`src/rtl/acrb_pkg.sv`:
```
// Purpose: constants for the converter configuration register bank
// Assumes: 8-bit registers, 10-bit register addresses
// Notes: Operation list below
// Operation
// - load defaults after 2^20 clocks from power-on
// - hardware reset pin restores all defaults
// - decode addresses 0x00 through 0x15D
// - all registers read/write; bit 7 of 0x59-0x5D and 0x62 reads zero
// - each register is eight volatile bits
// - every register reached by address command
// - 0x00 mirrored mode pairs, default 0x24
// - 0x01 rate enable and channel count, 0x0F
// - 0x04 readback edge select, default 0x9F
// - 0x07 strobe, autocal, scrambler, default 0x62
// - 0x62 format and test pattern, 0x10
// - 0x65 lane polarity mask, default 0x00
// - 0x59 synth enables, default 0x41
// - 0x5A filter resistor code, default 0x2F
// - access is header then data bytes
// - address counter increments, never wraps
package acrb_pkg;
   localparam int unsigned ADDR_W        = 10;
   localparam int unsigned POR_DELAY_LOG = 20;
   localparam logic [9:0]  ADDR_LAST     = 10'h15D;
   localparam int unsigned NUM_REGS      = 23;
   // offset, default, writable mask; table order
   localparam logic [9:0] REG_ADDR [NUM_REGS] = '{
      10'h000, 10'h001, 10'h002, 10'h004, 10'h007, 10'h01E, 10'h052, 10'h053,
      10'h054, 10'h055, 10'h056, 10'h057, 10'h058, 10'h059, 10'h05A, 10'h05B,
      10'h05C, 10'h05D, 10'h05F, 10'h062, 10'h063, 10'h064, 10'h065};
   localparam logic [7:0] REG_RST [NUM_REGS] = '{
      8'h24, 8'h0F, 8'h00, 8'h9F, 8'h62, 8'h80, 8'h0A, 8'h45,
      8'h00, 8'h48, 8'h78, 8'h40, 8'h12, 8'h41, 8'h2F, 8'h27,
      8'h27, 8'h27, 8'hF1, 8'h10, 8'h01, 8'h03, 8'h00};
   localparam logic [7:0] REG_WMASK [NUM_REGS] = '{
      8'hFF, 8'hFF, 8'hFF, 8'hFF, 8'hFF, 8'hFF, 8'hFF, 8'hFF,
      8'hFF, 8'hFF, 8'hFF, 8'hFF, 8'hFF, 8'h7F, 8'h7F, 8'h7F,
      8'h7F, 8'h7F, 8'hFF, 8'h7F, 8'hFF, 8'hFF, 8'hFF};
   localparam int unsigned IDX_MODE  = 0;
   localparam int unsigned IDX_CHAN  = 1;
   localparam int unsigned IDX_SDO   = 3;
   localparam int unsigned IDX_SCR   = 4;
   localparam int unsigned IDX_SEN1  = 13;
   localparam int unsigned IDX_SRES  = 14;
   localparam int unsigned IDX_FMT   = 19;
   localparam int unsigned IDX_POL   = 22;
endpackage : acrb_pkg

```
`src/rtl/acrb_bank.sv`:
```
// Purpose: configuration register bank behind the serial port engine
// Assumes: engine delivers one byte per strobe with a start address
// Notes: unmapped reads return zero; all map entries are stored in this bank
`timescale 1ns/1ps
module acrb_bank #(
   parameter int unsigned POR_CYCLES = 1 << acrb_pkg::POR_DELAY_LOG
) (
   input  wire logic                      clk_sys,
   input  wire logic                      rst_n,
   input  wire logic                      hw_reset_n_pin,
   input  wire logic                      cmd_start,
   input  wire logic [acrb_pkg::ADDR_W-1:0] cmd_addr,
   input  wire logic                      byte_write,
   input  wire logic                      byte_read,
   input  wire logic [7:0]                byte_wdata,
   output logic      [7:0]                byte_rdata,
   output logic                           cfg_ready,
   output logic                           shutdown,
   output logic                           lsb_first,
   output logic                           soft_reinit_n,
   output logic                           standby,
   output logic                           independent_rate_enable,
   output logic      [2:0]                active_channel_count,
   output logic                           readback_edge_select,
   output logic                           frame_strobe_polarity,
   output logic                           autocal_delay_enable,
   output logic                           scrambler_enable,
   output logic                           eight_lane_serial_mode,
   output logic                           sample_format,
   output logic      [1:0]                output_if_select,
   output logic      [2:0]                test_pattern_select,
   output logic      [7:0]                lane_polarity_invert,
   output logic                           synth_refdiv_enable,
   output logic                           synth_enable,
   output logic      [4:0]                synth_filter_resistor_code
);
   import acrb_pkg::*;

   logic       rpin_s1_q;
   logic       rpin_s2_q;
   logic [20:0] por_cnt_q, por_cnt_d;
   logic       ready_q, ready_d;
   logic [ADDR_W-1:0] addr_q, addr_d;
   logic [ADDR_W-1:0] acc_addr;
   logic [7:0] regs_q [NUM_REGS];
   logic [7:0] regs_d [NUM_REGS];
   logic [7:0] rdata_q, rdata_d;
   logic       load_defaults;

   // pin passes two flops before use
   always_ff @(posedge clk_sys) begin
      if (!rst_n) begin
         rpin_s1_q <= 1'b1;
         rpin_s2_q <= 1'b1;
      end else begin
         rpin_s1_q <= hw_reset_n_pin;
         rpin_s2_q <= rpin_s1_q;
      end
   end

   // power-on wait; pin reset restores defaults without rerunning the wait
   always_comb begin
      por_cnt_d = por_cnt_q;
      ready_d   = ready_q;
      if (!ready_q) begin
         if (por_cnt_q == 21'(POR_CYCLES - 1)) begin
            ready_d = 1'b1;
         end else begin
            por_cnt_d = por_cnt_q + 21'h000001;
         end
      end
   end

   always_ff @(posedge clk_sys) begin
      if (!rst_n) begin
         por_cnt_q <= '0;
         ready_q   <= 1'b0;
      end else begin
         por_cnt_q <= por_cnt_d;
         ready_q   <= ready_d;
      end
   end

   assign load_defaults = (!ready_q) || (!rpin_s2_q);

   // a byte taken with the start strobe already counts as the first step
   assign acc_addr = cmd_start ? cmd_addr : addr_q;

   // address counter: steps per byte, saturates at the last address
   always_comb begin
      addr_d = acc_addr;
      if ((byte_write || byte_read) && acc_addr != ADDR_LAST) begin
         addr_d = acc_addr + 10'h001;
      end
   end

   always_ff @(posedge clk_sys) begin
      if (!rst_n) begin
         addr_q <= '0;
      end else begin
         addr_q <= addr_d;
      end
   end

   // per-register storage with write masks

   for (genvar i = 0; i < NUM_REGS; i++) begin : g_reg
      always_comb begin
         regs_d[i] = regs_q[i];
         if (load_defaults) begin
            regs_d[i] = REG_RST[i];
         end else if (byte_write && acc_addr == REG_ADDR[i]) begin
            regs_d[i] = (regs_q[i] & ~REG_WMASK[i]) | (byte_wdata & REG_WMASK[i]);
         end
      end
      always_ff @(posedge clk_sys) begin
         if (!rst_n) begin
            regs_q[i] <= REG_RST[i];
         end else begin
            regs_q[i] <= regs_d[i];
         end
      end
   end

   // read mux; only bank addresses answer
   always_comb begin
      rdata_d = rdata_q;
      if (byte_read) begin
         rdata_d = 8'h00;
         for (int j = 0; j < NUM_REGS; j++) begin
            if (acc_addr == REG_ADDR[j] && acc_addr <= ADDR_LAST) begin
               rdata_d = regs_q[j] & REG_WMASK[j];
            end
         end
      end
   end

   always_ff @(posedge clk_sys) begin
      if (!rst_n) begin
         rdata_q <= 8'h00;
      end else begin
         rdata_q <= rdata_d;
      end
   end

   assign byte_rdata = rdata_q;
   assign cfg_ready  = ready_q;

   // mirrored pairs: either copy asserts the mode
   assign shutdown      = regs_q[IDX_MODE][7] | regs_q[IDX_MODE][0];
   assign lsb_first     = regs_q[IDX_MODE][6] | regs_q[IDX_MODE][1];
   assign soft_reinit_n = regs_q[IDX_MODE][5] & regs_q[IDX_MODE][2];
   assign standby       = regs_q[IDX_MODE][4] | regs_q[IDX_MODE][3];

   assign independent_rate_enable = regs_q[IDX_CHAN][7];
   assign active_channel_count    = regs_q[IDX_CHAN][5:3];
   assign readback_edge_select    = regs_q[IDX_SDO][7];
   assign frame_strobe_polarity   = regs_q[IDX_SCR][7];
   assign autocal_delay_enable    = regs_q[IDX_SCR][6];
   assign scrambler_enable        = regs_q[IDX_SCR][0];
   assign eight_lane_serial_mode  = regs_q[IDX_FMT][6];
   assign sample_format           = regs_q[IDX_FMT][5];
   assign output_if_select        = regs_q[IDX_FMT][4:3];
   assign test_pattern_select     = regs_q[IDX_FMT][2:0];
   assign lane_polarity_invert    = regs_q[IDX_POL];
   assign synth_refdiv_enable     = regs_q[IDX_SEN1][4];
   assign synth_enable            = regs_q[IDX_SEN1][1];
   assign synth_filter_resistor_code = regs_q[IDX_SRES][4:0];

   chk_por_release: assert property (@(posedge clk_sys) disable iff (!rst_n)
      $rose(ready_q) |-> $past(por_cnt_q) == 21'(POR_CYCLES - 1))
      else $error("ready rose at wrong count");
   chk_pin_defaults: assert property (@(posedge clk_sys) disable iff (!rst_n)
      !rpin_s2_q |=> regs_q[IDX_MODE] == 8'h24 && regs_q[IDX_SRES] == 8'h2F)
      else $error("pin reset did not restore defaults");
   chk_addr_sat: assert property (@(posedge clk_sys) disable iff (!rst_n)
      (!cmd_start && addr_q == ADDR_LAST) |=> addr_q == ADDR_LAST)
      else $error("address counter wrapped");
   chk_addr_step: assert property (@(posedge clk_sys) disable iff (!rst_n)
      (!cmd_start && byte_write && addr_q < ADDR_LAST) |=> addr_q == $past(addr_q) + 10'h001)
      else $error("address counter did not step");
   chk_start_step: assert property (@(posedge clk_sys) disable iff (!rst_n)
      (cmd_start && (byte_write || byte_read) && cmd_addr < ADDR_LAST)
      |=> addr_q == $past(cmd_addr) + 10'h001)
      else $error("first byte did not step the address");
   chk_unimpl_zero: assert property (@(posedge clk_sys) disable iff (!rst_n)
      !regs_q[IDX_FMT][7] && !regs_q[IDX_SRES][7] && !regs_q[IDX_SEN1][7])
      else $error("unimplemented bit set");
   chk_unmapped_read: assert property (@(posedge clk_sys) disable iff (!rst_n)
      (byte_read && acc_addr == 10'h003) |=> byte_rdata == 8'h00)
      else $error("unmapped read nonzero");
   chk_write_lands: assert property (@(posedge clk_sys) disable iff (!rst_n)
      (ready_q && rpin_s2_q && rpin_s1_q && hw_reset_n_pin && byte_write && cmd_start
       && cmd_addr == 10'h065) |=> ##1 lane_polarity_invert == $past(byte_wdata, 2))
      else $error("polarity write lost");
   chk_mirror_sd: assert property (@(posedge clk_sys) disable iff (!rst_n)
      regs_q[IDX_MODE] == 8'h24 |-> !shutdown && soft_reinit_n && !standby)
      else $error("mode default decode wrong");
   cov_ready: cover property (@(posedge clk_sys) $rose(ready_q));
   cov_burst: cover property (@(posedge clk_sys) byte_write ##1 byte_write ##1 byte_write);
   cov_pin:   cover property (@(posedge clk_sys) ready_q && !rpin_s2_q);
   cov_rd_burst: cover property (@(posedge clk_sys) cmd_start && byte_read ##1 byte_read);
endmodule : acrb_bank

```
`config.mk`:
```
export PLATFORM = sky130hd
export DESIGN_NAME = acrb_bank
export DESIGN_NICKNAME = d
export VERILOG_FILES = /design/src/rtl/acrb_pkg.sv /design/src/rtl/acrb_bank.sv
export SDC_FILE = /design/constraint.sdc
export NUM_CORES = 1
export LEC_CHECK = 0
export BUFFER_PORTS_ARGS = -buffer_cell sky130_fd_sc_hd__buf_2
export CORE_UTILIZATION = 42
export CTS_CLUSTER_SIZE = 30
export DETAILED_ROUTE_END_ITERATION = 16
export HOLD_SLACK_MARGIN = 0.1
export SYNTH_ARGS = -nofsm -noshare
export SYNTH_HDL_FRONTEND = slang
export SYNTH_SLANG_ARGS = --single-unit
```
`constraint.sdc`:
```
create_clock -name clk_sys -period 9.15 [get_ports clk_sys]
set_clock_uncertainty 0.05 [all_clocks]
set_input_delay 0.915 -clock clk_sys [delete_from_list [all_inputs] [get_ports clk_sys]]
set_output_delay 0.915 -clock clk_sys [all_outputs]
set_load 0.03 [all_outputs]
```
==> summary.md <==
| Metric | Value |
|---|---|
| Slowest cell on crit path | nand2_1 |
| Remaining DRCs | 0 |
| VDD IR-drop max | 0.000141 V |
| Crit. End Element | flop |
| Die Area | 0.0261 mm2 |
| Cts repair resizes | 0 |
| Setup TNS Final | 0 ns |
| # hold bufs at CTS | 0 |
| Final Hold Viols | 0 |
| Top_reg_cell synth | dfxtp_1 |
| Total grt overflow | 0 |
| GRT Util Overall | 26.2% |
| Via count | 10.3k |
| Final WL | 34.9 mm |
| Antenna violations before repair | 0 |
| Initial Utilization | 42.6% |
| # port buffers | 66 |
| Crit Path Category | input port to flop |
| Core Region | 0.0251 mm2 |
| CTS sink cnt | 220 |
| Nets@finish | 1381 |
| CTS root buf | clkbuf_16 |
| Hpwl dp | 22.8 mm |
| Post-synth top area share | 41.1% |
| Final worst path period share | 53.4% |
| Vias per cell | 6.05 |
| Final slew viol count | 0 |
| Final Util | 47.9% |
| Largest net degree at the start of global routing | 83 |
| Dominant delay contributor by cell family on the critical path | simple AND/OR/NAND/NOR gates |
| Unique masters post-synth | 69 |
| Design area | 0.0120 mm2 |
| Worst-path cell chain | buf_2 > mux2i_1 > ha_1 > or4b_2 > nand2_1 > and2_1 > a22oi_1 > nor2_1 > a211oi_1 > o31a_1 > o31ai_2 |
| Die Ht | 162 um |
| Max Root-Sink Buffers | 3 |
| Critical Path Max Stage Delay | 0.76 ns |
| Post-route ant nets | 0 |
| Arr. time, crit path | 5.29 ns |
| FF-to-FF path depth | 10 |
| Count leader, synth | nand2_1 |
| Worst hold path type | flop to flop |
| Area growth from synthesis to layout | 12.4% |
| Slew @ Worst Pin | 1.17 ns |
| Run status | finished, final reports clean |
| Post-synth EDFFs | 0 |
| Power Total | 2.35 mW |
| Final setup viols | 0 |
| Synth cell count leaders | nand2_1, dfxtp_1, nand3_1 |
| Synth top area cells | dfxtp_1, nand3_1, nand2_1 |
| TritonCTS clock tree | built |
| Static Leak | 4.57 nW |
| Pwr dens | 195 mW/mm2 |
| Max Freq | 205 MHz |
| Syn_area_per_cell | 7.81 um2 |
| Worst hold path depth | 1 |
| Mapped Cells | 1371 |
| Post-Syn Nets | 1400 |
| Critical Path Fanout Max | 39 |
| Number of diodes | 0 |
| Crit path depth | 11 |
| H-tree depth | 1 |
| I/O pin count | 67 |
| Drt first pass iters | 7 |
| TritonCTS buffer count | 26 |
| RSZ-0062 raised after global routing | false |
| YS warnings | 0 |
| First-pass GRT wire length | 53.9 mm |
| DRT iter0 DRCs | 1223 |
| Reg clk slew, reported paths | 0.06 ns |
| Asr flop ratio synth | 0% |
| Post-Syn Area | 0.0107 mm2 |
| Critical Path Source Type | input port |
| Max_slew headroom | 21.7% |
| Buffers inserted by post-CTS timing repair | 0 |
| Largest area contributor in the synthesized netlist | dfxtp_1 |
| Crit path time final | 4.89 ns |
| Vias in the first global route | 9187 |
| Rows | 58 |
| Crit path buffers/inverters | 1 |
| Die W | 162 um |
| Layout cells sized above 1 | 9.91% |
| WL per Instance | 20.5 um |
| Worst-skew pair later-pin latency | 0.54 ns |
| Register area share after synthesis | 41.1% |
| Fill count | 2509 |
| Final GP Congestion | 0.937 |
| Worst path required time | 9.55 ns |
| Number of register bits inferred by synthesis | 220 |
| Placed cell area | 0.0110 mm2 |
| Max-cap check violation count | 0 |
==> power breakdown <==
group          internal [mW]  total (mW)  leakage (nW)  switching (mW)
combinational         0.0372       0.139          2.29           0.102
clock                  0.818        1.24         0.509           0.422
sequential             0.965       0.971          1.78         0.00617
==> metal layers <==
layer  vias to the layer above  routed length (um)  share of wire [%]  track usage [%]
met1                      4885               16300                 47             39.6
met3                        71                3240                9.3             4.11
met2                       502               14500                 41             37.7
li1                       4834                   -                  -                -
met5                         -                   0                  0                0
met4                         0                 960                2.7             7.98
==> flip-flops by register name, indices dropped and copies added, names as in the netlist <==
name / cells
regs_q: 178
addr_q: 10
por_cnt_q: 21
byte_rdata: 8
rpin_s2_q: 1
rpin_s1_q: 1
cfg_ready: 1
==> cell families (layout without fill, tap and decap cells) <==
kind of cell / after synthesis / count (layout) / share of synthesized area [%]
AND/OR/NAND/NOR: 625 / 625 / 27.8
AO/OA/AOI/OAI: 317 / 317 / 18.4
flip-flops: 220 / 220 / 41.1
buffers and inverters: 128 / 129 / 5.12
multiplexers: 53 / 53 / 4.99
XOR/XNOR: 23 / 23 / 1.88
adder cells (fa/ha/maj): 5 / 5 / 0.584
==> per-stage QoR <==
stage / setup WS (ns) / cells / hold slack, ns
5_1_grt: 3.97 / 1702 / 0.405
3_3_place_gp: 3.96 / 1654 / 0.352
2_1_floorplan: 4.72 / 1371 / 0.336
4_1_cts: 4.36 / 1702 / 0.379
3_5_place_dp: 3.81 / 1654 / 0.357
6_report: 4.26 / 1702 / 0.379
==> final cells by class <==
cell class	count	area [um2]	area share [%]
Tap cell	330	413	3.43
Clock inverter	10	250	2.08
Multi-Input combinational cell	1023	5770	47.9
Inverter	9	33.8	0.281
Timing Repair Buffer	72	378	3.14
Sequential cell	220	4400	36.6
Clock buffer	38	787	6.54
==> worst paths after layout <==
| check | slack (ns) | endpoint | startpoint |
|---|---|---|---|
| setup / recovery | 4.26 | byte_rdata[0]$_SDFFE_PN0P_ | cmd_start |
| hold / removal | 0.38 | rpin_s2_q$_SDFF_PN1_ | rpin_s1_q$_SDFF_PN1_ |
| setup reg to reg | 5.01 | byte_rdata[0]$_SDFFE_PN0P_ | addr_q[0]$_SDFF_PN0_ |
| hold reg to reg | 0.38 | rpin_s2_q$_SDFF_PN1_ | rpin_s1_q$_SDFF_PN1_ |
==> cell usage in the layout, fill, tap and decap left out, types with 6 or more instances in the layout <==
cell type / count
a211oi_1: 7
a21oi_1: 148
a221oi_1: 9
a222oi_1: 6
a22oi_1: 12
a31oi_1: 9
and2_1: 37
and3_1: 19
and4_1: 6
buf_2: 65
buf_4: 7
bufinv_16: 8
clkbuf_16: 27
clkbuf_8: 7
dfxtp_1: 220
inv_1: 9
mux2i_1: 50
nand2_1: 223
nand3_1: 174
nand3b_1: 10
nand4_1: 10
nor2_1: 87
nor2b_1: 9
nor3_1: 10
o211ai_1: 9
o21ai_0: 49
o221ai_1: 14
o22ai_1: 8
or3_1: 8
xnor2_1: 17
xor2_1: 6
Power figures use the tool's default switching activity.
